File: config.mk
export PLATFORM = sky130hd
export DESIGN_NAME = wdtm_top
export DESIGN_NICKNAME = d
export VERILOG_FILES = /design/src/verilog/wdtm_pkg.sv /design/src/verilog/wdtm_top.sv
export SDC_FILE = /design/constraint.sdc
export NUM_CORES = 1
export LEC_CHECK = 0
export ABC_AREA = 0
export BUFFER_PORTS_ARGS = -buffer_cell sky130_fd_sc_hd__buf_2
export CORE_MARGIN = 1.5
export CORE_UTILIZATION = 60
export CTS_CLUSTER_DIAMETER = 30
export DETAILED_ROUTE_END_ITERATION = 10
export PLACE_DENSITY = 0.82
export SETUP_SLACK_MARGIN = 0.15
export SLEW_MARGIN = 20
export SYNTH_ARGS = -nofsm -noshare
export SYNTH_HDL_FRONTEND = slang
export SYNTH_SLANG_ARGS = --single-unit
File: constraint.sdc
create_clock -name i_clk -period 4.1 [get_ports i_clk]
set_clock_uncertainty 0.05 [all_clocks]
set_input_delay 0.615 -clock i_clk [delete_from_list [all_inputs] [get_ports i_clk]]
set_output_delay 0.615 -clock i_clk [all_outputs]
set_load 0.01 [all_outputs]
File: src/verilog/wdtm_pkg.sv
/*
 * Constants, types and encodings for the watchdog timer in timer mode.
 * Assumes a single 10 MHz system clock and a CPU that presents register writes as
 * one-cycle strobes with byte data.
 */
// What this block does
// - The timeout is 2^(5+tap) times (reload+1) plus one watchdog clocks, 33 to 1,048,577.
// - The counter runs from the 400 KHz oscillator or the peripheral clock, chosen by bit 0.
// - A new clock selection takes effect only when a valid feed completes.
// - A switch drops the old source within two old ticks, then takes the new in two new ticks.
// - The prescaler restarts after a feed, so a switch may cost two old plus two new counts.
// - If the old clock stops mid-change counting stalls; the oscillator waits for the CPU clock.
// - In timer mode a control write reaches the shadow register after one watchdog clock.
// - In timer mode an underflow sets the timeout flag and, if enabled, requests an interrupt.
// - The timeout flag clears only when software writes a 0 to it.
// - On underflow the counter reloads from the reload register and keeps counting down.
// - Before an underflow the counter is loaded from the reload register only by a valid feed.
// - In timer mode an incorrect feed is ignored, with no reset and no reload.
// - In power-down the oscillator runs only if selected; otherwise counting stops.
// - Counting from the oscillator in power-down, each underflow wakes the device.
// - A feed is A5 to the first feed register then 5A to the second, no write between.
package wdtm_pkg;

	localparam logic [7:0] WDTM_FEED1_VAL  = 8'hA5;
	localparam logic [7:0] WDTM_FEED2_VAL  = 8'h5A;
	localparam int         WDTM_SEL_POS    = 0;
	localparam int         WDTM_TOF_POS    = 1;
	localparam int         WDTM_RUN_POS    = 2;
	localparam int         WDTM_PRE_LSB    = 5;
	localparam logic [7:0] WDTM_CTRL_RST   = 8'hE5;
	localparam logic [7:0] WDTM_RELOAD_RST = 8'hFF;
	localparam int         WDTM_PRE_BASE   = 5;
	localparam int         WDTM_SYNC_LEN   = 2;

	typedef struct packed {
		logic       ctrl_we;
		logic       reload_we;
		logic       feed1_we;
		logic       feed2_we;
		logic       other_we;
		logic [7:0] wdata;
	} wdtm_wr_t;

	typedef enum logic [2:0] {
		WDTM_FD_IDLE  = 3'b001,
		WDTM_FD_ARMED = 3'b010,
		WDTM_FD_DONE  = 3'b100
	} wdtm_feed_t;

endpackage

File: src/verilog/wdtm_top.sv
/*
 * Watchdog timer in timer mode with switchable clock source and feed logic.
 * Assumes the oscillator tick arrives asynchronously on a pin, and that the
 * peripheral tick is a same-clock strobe from the clock generator.
 */
`timescale 1ns/100ps

module wdtm_top
	import wdtm_pkg::*;
#(
	parameter int PRE_W = 3,
	parameter int CNT_W = 8
) (
	input  wire logic     i_clk,
	input  wire logic     i_rstn,
	input  wire wdtm_wr_t i_wr,
	input  wire logic     i_osc_tick,
	input  wire logic     i_pclk_tick,
	input  wire logic     i_cpu_clock_on,
	input  wire logic     i_power_down,
	input  wire logic     i_watchdog_interrupt_enable,
	output logic [7:0]    o_watchdog_control,
	output logic [7:0]    o_reload_value_register,
	output logic          o_timeout_flag,
	output logic          o_irq,
	output logic          o_wakeup,
	output logic          o_osc_enable,
	output logic          o_wd_source_select
);

	////////////////////////////////////////////////////////////////////////////
	// Oscillator tick enters through three flops; a rising edge counts once the last two agree.

	// A level caught mid-change never makes a tick, since the last two flops must agree first.
	logic [2:0] osc_sync_ff;
	logic       osc_lvl_ff;
	logic       osc_agree;
	logic       osc_tick;
	always_ff @(posedge i_clk or negedge i_rstn) begin
		if (!i_rstn) begin
			osc_sync_ff <= 3'h0;
			osc_lvl_ff  <= 1'b0;
		end else begin
			osc_sync_ff <= {osc_sync_ff[1:0], i_osc_tick};
			if (osc_agree) begin
				osc_lvl_ff <= osc_sync_ff[2];
			end
		end
	end
	assign osc_agree = (osc_sync_ff[1] == osc_sync_ff[2]);
	assign osc_tick  = osc_agree && osc_sync_ff[2] && !osc_lvl_ff;

	////////////////////////////////////////////////////////////////////////////
	// Software-visible registers.

	logic [7:0] ctrl_ff;
	logic [7:0] reload_ff;
	logic       tof_ff;
	logic       uflow;
	logic       feed_ok;

	always_ff @(posedge i_clk or negedge i_rstn) begin
		if (!i_rstn) begin
			ctrl_ff <= WDTM_CTRL_RST;
		end else if (i_wr.ctrl_we) begin
			ctrl_ff <= i_wr.wdata;
		end
	end

	always_ff @(posedge i_clk or negedge i_rstn) begin
		if (!i_rstn) begin
			reload_ff <= WDTM_RELOAD_RST;
		end else if (i_wr.reload_we) begin
			reload_ff <= i_wr.wdata;
		end
	end

	// The flag is set by underflow; a set in the same cycle as a 0 write wins.
	always_ff @(posedge i_clk or negedge i_rstn) begin
		if (!i_rstn) begin
			tof_ff <= 1'b0;
		end else if (uflow) begin
			tof_ff <= 1'b1;
		end else if (i_wr.ctrl_we && !i_wr.wdata[WDTM_TOF_POS]) begin
			tof_ff <= 1'b0;
		end
	end

	////////////////////////////////////////////////////////////////////////////
	// Feed sequence detector; a wrong or broken sequence just disarms.

	wdtm_feed_t fd_ff;
	logic       any_we;
	assign any_we = i_wr.ctrl_we | i_wr.reload_we | i_wr.feed1_we | i_wr.feed2_we
		| i_wr.other_we;

	always_ff @(posedge i_clk or negedge i_rstn) begin
		if (!i_rstn) begin
			fd_ff <= WDTM_FD_IDLE;
		end else begin
			case (fd_ff)
				WDTM_FD_IDLE, WDTM_FD_DONE: begin
					if (i_wr.feed1_we && i_wr.wdata == WDTM_FEED1_VAL) begin
						fd_ff <= WDTM_FD_ARMED;
					end else begin
						fd_ff <= WDTM_FD_IDLE;
					end
				end
				WDTM_FD_ARMED: begin
					if (i_wr.feed2_we && i_wr.wdata == WDTM_FEED2_VAL) begin
						fd_ff <= WDTM_FD_DONE;
					end else if (i_wr.feed1_we && i_wr.wdata == WDTM_FEED1_VAL) begin
						fd_ff <= WDTM_FD_ARMED;
					end else if (any_we) begin
						fd_ff <= WDTM_FD_IDLE;
					end
				end
				default: fd_ff <= WDTM_FD_IDLE;
			endcase
		end
	end
	assign feed_ok = (fd_ff == WDTM_FD_DONE);

	////////////////////////////////////////////////////////////////////////////
	// Clock source selection and glitch-free changeover.

	logic       sel_req_ff;
	logic       sel_ff;
	logic       switching_ff;
	logic [1:0] sw_cnt_ff;
	logic       old_gone_ff;
	logic       old_tick;
	logic       new_tick;
	logic       wd_tick;
	logic       pclk_tick;

	// Selection request is latched only by a completed feed.
	always_ff @(posedge i_clk or negedge i_rstn) begin
		if (!i_rstn) begin
			sel_req_ff <= WDTM_CTRL_RST[WDTM_SEL_POS];
		end else if (feed_ok) begin
			sel_req_ff <= ctrl_ff[WDTM_SEL_POS];
		end
	end

	// Power-down stops the peripheral clock, so its ticks vanish for the changeover too.
	assign pclk_tick = i_pclk_tick && !i_power_down;
	assign old_tick  = sel_ff ? osc_tick : pclk_tick;
	assign new_tick  = sel_ff ? pclk_tick : osc_tick;

	// Two ticks of the old source to drop it, two of the new to take it. If the old
	// source stops, counting stalls here rather than risk a runt tick.
	always_ff @(posedge i_clk or negedge i_rstn) begin
		if (!i_rstn) begin
			sel_ff       <= WDTM_CTRL_RST[WDTM_SEL_POS];
			switching_ff <= 1'b0;
			sw_cnt_ff    <= 2'h0;
			old_gone_ff  <= 1'b0;
		end else if (!switching_ff) begin
			if (sel_req_ff != sel_ff) begin
				switching_ff <= 1'b1;
				sw_cnt_ff    <= 2'h0;
				old_gone_ff  <= 1'b0;
			end
		end else if (!old_gone_ff) begin
			if (old_tick) begin
				sw_cnt_ff <= sw_cnt_ff + 2'h1;
				if (sw_cnt_ff == 2'(WDTM_SYNC_LEN - 1)) begin
					old_gone_ff <= 1'b1;
					sw_cnt_ff   <= 2'h0;
				end
			end
		end else if (new_tick && (sel_ff || i_cpu_clock_on)) begin
			sw_cnt_ff <= sw_cnt_ff + 2'h1;
			if (sw_cnt_ff == 2'(WDTM_SYNC_LEN - 1)) begin
				sel_ff       <= ~sel_ff;
				switching_ff <= 1'b0;
			end
		end
	end

	// Peripheral ticks stop in power-down, which halts counting on that source.
	assign wd_tick = !switching_ff && ctrl_ff[WDTM_RUN_POS] &&
		(sel_ff ? osc_tick : pclk_tick);

	////////////////////////////////////////////////////////////////////////////
	// Shadow control, prescaler and down counter.

	logic [7:0]       shadow_ff;
	logic [PRE_W-1:0] tap;
	logic [19:0]      pre_ff;
	logic [19:0]      pre_lim;
	logic [CNT_W-1:0] cnt_ff;
	logic             uflow_ff;

	// Timer mode: the shadow follows the control register on each watchdog clock.
	always_ff @(posedge i_clk or negedge i_rstn) begin
		if (!i_rstn) begin
			shadow_ff <= WDTM_CTRL_RST;
		end else if (wd_tick) begin
			shadow_ff <= ctrl_ff;
		end
	end

	assign tap     = shadow_ff[WDTM_PRE_LSB +: PRE_W];
	assign pre_lim = 20'(20'h1 << (WDTM_PRE_BASE + int'(tap))) - 20'h1;

	// Counting (reload+1) prescaler periods, plus one final tick, gives the timeout.
	// The limit is a compare, not an equality, so a tap lowered mid-period cannot
	// strand the prescaler above its new limit for a whole wrap.
	always_ff @(posedge i_clk or negedge i_rstn) begin
		if (!i_rstn) begin
			pre_ff   <= 20'h0;
			cnt_ff   <= CNT_W'(WDTM_RELOAD_RST);
			uflow_ff <= 1'b0;
		end else if (feed_ok) begin
			pre_ff   <= 20'h0;
			cnt_ff   <= CNT_W'(reload_ff);
			uflow_ff <= 1'b0;
		end else if (wd_tick) begin
			if (uflow_ff) begin
				uflow_ff <= 1'b0;
				cnt_ff   <= CNT_W'(reload_ff);
				pre_ff   <= 20'h0;
			end else if (pre_ff >= pre_lim) begin
				pre_ff <= 20'h0;
				if (cnt_ff == '0) begin
					uflow_ff <= 1'b1;
				end else begin
					cnt_ff <= cnt_ff - CNT_W'(1);
				end
			end else begin
				pre_ff <= pre_ff + 20'h1;
			end
		end
	end
	assign uflow = wd_tick && uflow_ff && !feed_ok;

	////////////////////////////////////////////////////////////////////////////
	// Outputs.

	logic wake_ff;
	always_ff @(posedge i_clk or negedge i_rstn) begin
		if (!i_rstn) begin
			wake_ff <= 1'b0;
		end else begin
			wake_ff <= uflow && i_power_down && sel_ff;
		end
	end

	assign o_watchdog_control      = {ctrl_ff[7:2], tof_ff, ctrl_ff[0]};
	assign o_reload_value_register = reload_ff;
	assign o_timeout_flag          = tof_ff;
	assign o_irq                   = tof_ff & i_watchdog_interrupt_enable;
	assign o_wakeup                = wake_ff;
	assign o_osc_enable            = !i_power_down || sel_ff || sel_req_ff;
	assign o_wd_source_select      = sel_ff;

endmodule
==> metrics.yaml, run 1 <==
cp-start-kind: "flop"
ff_latch_area_um2: 1585
dp_hpwl_um: 6012
hold_violations: 0
cp_slowest_cell: "or2_0"
async_flop_share: 1.000
worstSetupPathType: "flop to flop"
io_pins: 41
critPathMaxStageDelay_ns: 0.74
antenna_found_initial: 0
muxShareOfSynthArea: 0.06243
stdcell_count: 479
rsz0062_at_grt: "no"
synth_ff_type: "dfrtp_1"
finalWirelength_um: 8304
powerDensity_nw_per_um2: 403.2
nets: 442
power_mw: 1.624
io_buffers: 40
initial_core_util: 0.6358
placedCellCount: 463
cts.sinks: 62
die_w_um: 80.32
fin_setup_tns_ns: 0
ys_warn_count: 0
via_per_inst: 6.230
overflow: 0
synth_xor_area_frac: 0.03174
cts_buffers: 9
drive_gt1_frac: 0.2801
arrival_ns: 3.13
worst_r2r_path_depth: 6
synth_compound_area_frac: 0.1413
finalSetupViolations: 0
ir_drop_uv: 286.7
leakagePower_nw: 1.752
syn-cell-area_um2: 3587
grt_pass1_wl_um: 14410
grt_max_degree: 46
cap_violations: 0
drt_iter0_drc: 317
via_count: 2984
multi_input_area_um2: 1923
avgSynthCellArea_um2: 10.05
cp_max_fo: 17
most-common-layout-cells: "39 x buf_2, 35 x dfrtp_1, 31 x nand2_1, 30 x nor2_1, 27 x dfstp_2"
post_cts_buffers: 0
cts-resized-gates: 0
fin_hold_ws_ns: 0.2159
nFillCells: 429
hold_path_class: "primary input to async pin"
areaGrowthSynthToFinish_pct: 12.31
crit_chain: "nor3b_2 -> or2_0 -> a2111oi_4 -> a21oi_2 -> nand2_1 -> a22o_1"
grt_pass1_vias: 3054
die_h_um: 80.32
synth_fa_ha_area_frac: 0.06976
postRouteAntennaNets: 0
rows: 27
die_area_um2: 6451
synth_edf_count: 0
period_needed_ns: 2.904
slew_viol_final: 0
grt_usage: 0.2929
yosys.area_share.simple: 0.2215
status: "completed"
core_area_um2: 5642
endpoint_kind: "flop"
clock.fmax_ghz: 0.3443
required_ns: 4.32
ctsHoldBuffers: 0
final_common_cell: "buf_2"
drc: 0
drt_first_pass_iters: 5
ys_types: 65
relSlewSlack: 0.3734
gp_congestion: 0.8732
fin_crit_sh: 0.7084
tightestPinTransition_ns: 0.9364
cts_tree: "done"
seq_area_frac_synth: 0.4419
clkLatencyLatePin_ns: 0.34
diodes: 0
synth_top_family_by_area: "simple AND/OR/NAND/NOR gates"
synthCells: 357
cts.path.max_buffers: 2
root_buffer: "clkbuf_8"
path_clk_slew_ns: 0.07
htreeDepth: 3
synth-seq-cells: 62
wl_per_cell_um: 17.34
-- per-stage QoR --
stage                     setup slack [ns]    util  area (um^2)
after floorplan                      1.672       -         3613
after global placement               1.346  0.6813         3844
after detailed placement             1.220  0.6813         3844
after CTS                            1.219  0.7137         4026
after global routing                0.9117  0.7141         4029
final                                1.196  0.7141         4029
-- synth_stat cells (3+ instances only) --
cell | n | area [um^2]
and3_1 | 7 | 43.79
o21ai_0 | 23 | 115.1
mux2_2 | 19 | 214.0
ha_1 | 20 | 250.2
buf_2 | 6 | 30.03
dfstp_2 | 27 | 709.4
nor3_1 | 9 | 45.04
nor2_1 | 30 | 112.6
nand3_1 | 14 | 70.07
a21oi_1 | 12 | 60.06
nand2b_1 | 4 | 25.02
nand2_1 | 31 | 116.4
nand4b_1 | 3 | 26.28
xnor2_1 | 8 | 70.07
or3_1 | 3 | 18.77
nand4_1 | 9 | 56.30
o22ai_1 | 3 | 18.77
xor2_1 | 5 | 43.79
and3b_1 | 3 | 26.28
clkbuf_1 | 6 | 22.52
inv_1 | 10 | 37.54
dfrtp_1 | 35 | 875.8
o21bai_1 | 3 | 22.52
nor4_1 | 6 | 37.54
nand3b_1 | 3 | 22.52
-- registers in the layout (all words and copies together), names as in the netlist --
| signal | count |
|---|---|
| cnt_ff | 8 |
| ctrl_ff | 7 |
| fd_ff | 3 |
| o_reload_value_register | 8 |
| o_timeout_flag | 1 |
| o_wakeup | 1 |
| o_wd_source_select | 1 |
| old_gone_ff | 1 |
| osc_lvl_ff | 1 |
| osc_sync_ff | 3 |
| pre_ff | 20 |
| sel_req_ff | 1 |
| shadow_ff | 3 |
| sw_cnt_ff | 2 |
| switching_ff | 1 |
| uflow_ff | 1 |
-- kinds of logic after synthesis --
logic type | count (synthesis)
simple gates | 143
compound gates | 73
flops | 62
buf+inv | 24
fa+ha+maj | 20
mux | 20
xor+xnor | 13
other cells | 2
-- final cells by class --
type / count / share of cell area
clock inverter: 4 / 0.01180
multi-input combinational: 278 / 0.4773
tap: 72 / 0.02236
sequential: 62 / 0.3935
inverter: 10 / 0.009317
clock buffer: 12 / 0.03354
timing repair buffer: 41 / 0.05217
-- where the power goes --
group	leakage (nW)	internal (mW)	switching (mW)
Sequential	0.735	0.711	0.0897
Clock	0.0904	0.279	0.237
Combinational	0.927	0.136	0.171
Total	1.75	1.13	0.498
-- critical path: cells and delay by family (launching register included) --
kind               cells  cell delay, ns
AOI/OAI and AO/OA      3            1.02
DFF                    1            0.40
and+or+nand+nor        3            1.36
-- path summary, 6_finish.rpt --
check / startpoint / end / slack [ns]
hold / removal: i_rstn / osc_sync_ff[2]$_DFF_PN0_ / 0.22
hold reg to reg: osc_sync_ff[0]$_DFF_PN0_ / osc_sync_ff[1]$_DFF_PN0_ / 0.32
min in group i_clk: osc_sync_ff[0]$_DFF_PN0_ / osc_sync_ff[1]$_DFF_PN0_ / 0.32
setup reg to reg: fd_ff[2]$_DFFE_PN0P_ / cnt_ff[7]$_DFFE_PN1P_ / 1.20
setup / recovery: fd_ff[2]$_DFFE_PN0P_ / cnt_ff[7]$_DFFE_PN1P_ / 1.20
max in group asynchronous: i_rstn / shadow_ff[7]$_DFFE_PN1P_ / 3.07
-- per-layer routing --
layer  wire length [um]  up-vias  part of all wire  GRT usage
met1               3717     1486              0.45     0.3815
met2               4091       83              0.49     0.4840
li1                   -     1398                 -          -
met3                333       17             0.040    0.04205
met4                161        0             0.019     0.1276
met5                  0        -                 0          0
Note: power is estimated with default switching activity, not from simulation.
==> inputs of run 2 (changes only) <==
--- a/config.mk
+++ b/config.mk
@@ -8,10 +8,10 @@
 export ABC_AREA = 0
 export BUFFER_PORTS_ARGS = -buffer_cell sky130_fd_sc_hd__buf_2
 export CORE_MARGIN = 1.5
-export CORE_UTILIZATION = 60
+export CORE_UTILIZATION = 53
 export CTS_CLUSTER_DIAMETER = 30
 export DETAILED_ROUTE_END_ITERATION = 10
-export PLACE_DENSITY = 0.82
+export PLACE_DENSITY = 0.76
 export SETUP_SLACK_MARGIN = 0.15
 export SLEW_MARGIN = 20
 export SYNTH_ARGS = -nofsm -noshare
==> constraint.sdc (replaced) <==
create_clock -name i_clk -period 2.39 [get_ports i_clk]
set_clock_uncertainty 0.05 [all_clocks]
set_input_delay 0.3585 -clock i_clk [delete_from_list [all_inputs] [get_ports i_clk]]
set_output_delay 0.3585 -clock i_clk [all_outputs]
set_load 0.01 [all_outputs]
==> metrics.yaml, run 2 (synthesized netlist as in run 1, its figures left out) <==
status: "finished with violations"
violations: "DRC, setup timing"
top_register: "pre_ff"
initial_core_util: 0.5554  # -0.08043
tightestPinTransition_ns: 0.7545  # -0.1820 ns
grt_pass1_vias: 3119  # +2.1%
clkLatencyLatePin_ns: 0.35  # about the same
crit_chain: "a21oi_2 -> ha_1 -> nand4_1 -> nor4_4 -> a2111oi_4 -> buf_4 -> buf_6 -> a31o_4 -> nand2_1 -> o31ai_1"
via_per_inst: 6.018  # -3.4%
gp_congestion: 0.8796  # +0.73%
cap_violations: 0  # unchanged
startpoint: "shadow_ff[6]$_DFFE_PN1P_"
critPathMaxStageDelay_ns: 0.61  # -0.13 ns
powerDensity_nw_per_um2: 691.2  # +71%
clock.fmax_ghz: 0.4114  # +19%
drive_gt1_frac: 0.3647  # +0.08458
path_clk_slew_ns: 0.07  # about the same
htreeDepth: 3  # unchanged
largest_reg_flops: 20  # unchanged
leakagePower_nw: 1.951  # +11%
core_area_um2: 6459  # +14%
post-place-ws_ns: -0.06456  # -1.285 ns
worstSetupPathType: "flop to flop"
arrival_ns: 2.60  # -0.53 ns
final_common_cell: "buf_2"
postRouteAntennaNets: 0  # unchanged
worst_r2r_path_depth: 10  # +4
layout_setup_ws_ns: -0.04086  # -1.236 ns
drt_iter0_drc: 276  # -13%
finalSetupViolations: 18  # +18
dpl_cell_area_um2: 4075  # +6.0%
ir_drop_uv: 521.6  # +82%
reg2reg_from: "shadow_ff[6]$_DFFE_PN1P_"
cp_max_fo: 7  # -10
period_needed_ns: 2.431  # -0.4735 ns
die_area_um2: 7271  # +13%
wl_per_cell_um: 16.69  # -3.7%
fin_crit_sh: 1.017  # +0.3087
cts.path.max_buffers: 2  # unchanged
endpoint: "pre_ff[3]$_DFFE_PN0P_"
required_ns: 2.56  # -1.76 ns
relSlewSlack: 0.4924  # +0.1190
grt_max_degree: 38  # -17%
diodes: 0  # unchanged
dp_hpwl_um: 5969  # -0.71%
cts_buffers: 9  # unchanged
final_area_um2: 4447  # +10%
nFillCells: 482  # +12%
rsz0062_at_grt: "yes"
drc: 2  # +2
grt_pass1_wl_um: 14720  # +2.1%
io_pins: 41  # unchanged
min_from: "i_osc_tick"
rows: 29  # +7.4%
root_buffer: "clkbuf_8"
cp_slowest_cell: "dfstp_2"
nets: 471  # +6.6%
slew_viol_final: 0  # unchanged
overflow: 0  # unchanged
grt_usage: 0.2568  # -0.03611
antenna_found_initial: 0  # unchanged
power_mw: 3.074  # +89%
die_w_um: 85.27  # +6.2%
cts_tree: "done"
drt_first_pass_iters: 8  # +3
via_count: 3087  # +3.5%
rrSetupSlack_ns: -0.04  # -1.24 ns
fin_hold_ws_ns: 0.06724  # -0.1486 ns
io_buffers: 40  # unchanged
finalWirelength_um: 8561  # +3.1%
rr_endpoint: "pre_ff[3]$_DFFE_PN0P_"
areaGrowthSynthToFinish_pct: 23.96
die_h_um: 85.27  # +6.2%
hold_violations: 0  # unchanged
cts.sinks: 62  # unchanged
hold_path_class: "primary input to flop"
cp-start-kind: "flop"
most-common-layout-cells: "40 x buf_2, 35 x dfrtp_1, 30 x nand2_1, 30 x nor2_1, 27 x dfstp_2"
endpoint_kind: "flop"
## run 2: worst min path at each step
stage | to | cells after the start
2_1_floorplan | ctrl_ff[3]$_DFFE_PN0P_ | 0
3_3_place_gp | osc_sync_ff[1]$_DFF_PN0_ | 0
3_5_place_dp | osc_sync_ff[1]$_DFF_PN0_ | 0
4_1_cts | osc_sync_ff[0]$_DFF_PN0_ | 1
5_1_grt | osc_sync_ff[0]$_DFF_PN0_ | 1
6_report | osc_sync_ff[0]$_DFF_PN0_ | 1
## run 2: layer usage
metal  up-vias  share of wire  track usage  wire length, um
li1       1459              -            -                -
met1      1515           0.46       0.3527             3916
met2        89           0.48       0.4149             4143
met3        24          0.037      0.03794              315
met4         0          0.022      0.09677              185
met5         -              0            0                0
## run 2: report_power, final
group / internal [mW] / total (mW) / switching (mW)
logic: 0.285 / 0.589 / 0.304
clock network: 0.687 / 1.11 / 0.423
registers: 1.22 / 1.38 / 0.156
## run 2: critical path, delay by kind of cell (launching register included)
family	cells	cell delay, ns
flops	1	0.61
simple gates	3	0.57
compound gates	4	0.47
fa+ha+maj	1	0.32
buf+inv	2	0.30
## run 2: per-stage QoR
step                      cells  setup TNS, ns  utilization
after floorplan             364              0            -
after global placement      492              0       0.6310
after detailed placement    492        -0.8810       0.6310
after CTS                   512        -0.4865       0.6864
after global routing        513         -2.951       0.6885
final                       513        -0.4069       0.6885
## run 2: area by class of cell
class / instances / area (um^2) / area share
Clock buffer: 9 / 123.9 / 0.02786
Tap cell: 77 / 96.34 / 0.02167
Multi-Input combinational cell: 278 / 2027 / 0.4558
Clock inverter: 7 / 112.6 / 0.02532
Inverter: 10 / 37.54 / 0.008441
Sequential cell: 62 / 1585 / 0.3565
Timing Repair Buffer: 70 / 464.2 / 0.1044
## run 2: what timing repair did
action                                  CTS  global route
endpoints found under the setup margin   28            29
hold buffers                              1             0
pin swaps                                18             6
resized for setup                        15             4
setup buffers                             3             1
hold endpoints to repair                 16             0
==> inputs of run 3 (changes only) <==
--- a/config.mk
+++ b/config.mk
@@ -12,6 +12,7 @@
 export CTS_CLUSTER_DIAMETER = 30
 export DETAILED_ROUTE_END_ITERATION = 10
 export PLACE_DENSITY = 0.76
+export RECOVER_POWER = 100
 export SETUP_SLACK_MARGIN = 0.15
 export SLEW_MARGIN = 20
 export SYNTH_ARGS = -nofsm -noshare
==> metrics.yaml, run 3 (synthesized netlist as in run 1, its figures left out) <==
status: "finished with violations"
violations: "DRC, setup timing"
top_register: "pre_ff"
slew_viol_final: 0  # unchanged
initial_core_util: 0.5554  # unchanged
grt_max_degree: 38  # unchanged
nets: 471  # unchanged
hold_violations: 0  # unchanged
areaGrowthSynthToFinish_pct: 22.57
clock_power_share: 0.363  # +0.002
rsz0062_at_grt: "yes"
grt_pass1_vias: 3119  # unchanged
root_buffer: "clkbuf_8"
clock.fmax_ghz: 0.4104  # -0.23%
worstSetupPathType: "flop to flop"
cp-start-kind: "flop"
postRouteAntennaNets: 0  # unchanged
via_per_inst: 5.953  # -1.1%
finalSetupViolations: 18  # unchanged
gp_congestion: 0.8796  # unchanged
cts.sinks: 62  # unchanged
grt_usage: 0.2568  # unchanged
die_h_um: 85.27  # unchanged
most-common-layout-cells: "35 x dfrtp_1, 30 x nand2_1, 30 x nor2_1, 24 x clkbuf_1, 24 x buf_4"
fin_hold_ws_ns: 0.06715  # -0.00009470 ns
drc: 2  # unchanged
wl_per_cell_um: 16.67  # -0.11%
dp_hpwl_um: 5969  # unchanged
cts_tree: "done"
cellInternalPower_mw: 2.171  # -0.91%
required_ns: 2.56  # about the same
period_needed_ns: 2.437  # +0.005679 ns
cts_buffers: 9  # unchanged
leakagePower_nw: 1.868  # -4.3%
via_count: 3054  # -1.1%
clkLatencyLatePin_ns: 0.35  # about the same
relSlewSlack: 0.03100  # -0.4614
p_switching_mw: 0.8819  # about the same
diodes: 0  # unchanged
die_w_um: 85.27  # unchanged
powerDensity_nw_per_um2: 694.4  # +0.46%
multi_input_area_um2: 2022  # -0.25%
arrival_ns: 2.61  # about the same
path_clk_slew_ns: 0.07  # about the same
drive_gt1_frac: 0.2867  # -0.07798
htreeDepth: 3  # unchanged
antenna_found_initial: 0  # unchanged
cp_max_fo: 7  # unchanged
core_area_um2: 6459  # unchanged
hold_path_class: "primary input to flop"
rows: 29  # unchanged
endpoint_kind: "flop"
fin_util: 0.6807  # -0.007749
final_common_cell: "dfrtp_1"
tightestPinTransition_ns: 1.454  # +0.6990 ns
cts.path.max_buffers: 2  # unchanged
nFillCells: 502  # +4.1%
p_sw_frac: 0.2889  # +0.001703
drt_iter0_drc: 261  # -5.4%
fin_crit_sh: 1.019  # +0.002376
die_area_um2: 7271  # unchanged
io_pins: 41  # unchanged
overflow: 0  # unchanged
drt_first_pass_iters: 7  # -1
finalWirelength_um: 8552  # -0.11%
ff_latch_area_um2: 1585  # unchanged
layout_setup_ws_ns: -0.04654  # -0.005679 ns
grt_pass1_wl_um: 14720  # unchanged
power.share.sequential: 0.448  # about the same
io_buffers: 40  # unchanged
cap_violations: 0  # unchanged
comb_power_share: 0.189  # -0.003
ir_drop_uv: 521.3  # about the same
largest_reg_flops: 20  # unchanged
## run 3: worst paths after layout
path	from	to	slack, ns	cells past startpoint
worst max-delay path	shadow_ff[6]$_DFFE_PN1P_	pre_ff[3]$_DFFE_PN0P_	-0.05	10
min in group asynchronous	i_rstn	switching_ff$_DFF_PN0_	0.83	2
worst min-delay path	i_osc_tick	osc_sync_ff[0]$_DFF_PN0_	0.07	1
worst min register to register	osc_sync_ff[0]$_DFF_PN0_	osc_sync_ff[1]$_DFF_PN0_	0.31	0
max in group asynchronous	i_rstn	cnt_ff[6]$_DFFE_PN1P_	0.24	3
worst max register to register	shadow_ff[6]$_DFFE_PN1P_	pre_ff[3]$_DFFE_PN0P_	-0.05	10
## run 3: layout make-up
type,count,share of cell area
multi-input cells,278,0.4599
inverters,10,0.008537
clock inverters,7,0.02561
well taps,77,0.02191
repair buffers,70,0.09533
clock buffers,9,0.02817
flip-flops and latches,62,0.3606
## run 3: metrics by stage
stage                     setup TNS [ns]  power, mW  cell area, um^2  cells  setup WS, ns
after floorplan                        0      1.718             3637    364        0.1213
after global placement                 0      1.891             4075    492      0.004735
after detailed placement         -0.8810      1.922             4075    492      -0.06456
after CTS                        -0.4865      3.062             4433    512      -0.03744
after global routing              -7.385      3.210             4397    513       -0.1511
final                            -0.5104      3.053             4397    513      -0.04654
## run 3: repair_timing
item | 4_1_cts | 5_1_grt
pin swaps | 18 | 6
hold endpoints to repair | 16 | 0
cloned | 0 | 0
setup buffers | 3 | 1
hold buffers | 1 | 0
gates resized for setup | 15 | 4
endpoints found under the setup margin | 28 | 29
## run 3: power by group through the flow
stage | sequential, mW | combinational, mW | clock, mW
after global placement | 1.37 | 0.516 | 0
final | 1.37 | 0.577 | 1.11
after global routing | 1.39 | 0.652 | 1.17
after floorplan | 1.36 | 0.355 | 0
after detailed placement | 1.38 | 0.541 | 0
after CTS | 1.36 | 0.572 | 1.13
## run 3: critical path, stage by stage, from the launching register on
cell and delay, ns:
dfstp_2 0.61, a21oi_2 0.08, ha_1 0.32, nand4_1 0.17
nor4_4 0.34, a2111oi_4 0.13, buf_4 0.18, buf_6 0.12
a31o_4 0.20, nand2_1 0.06, o31ai_1 0.06
## run 3: per-layer routing
metal | global-route usage | up-vias | wire length [um]
li1 | - | 1457 | -
met1 | 0.3527 | 1510 | 3830
met2 | 0.4149 | 75 | 4198
met3 | 0.03794 | 12 | 419
met4 | 0.09677 | 0 | 104
met5 | 0 | - | 0
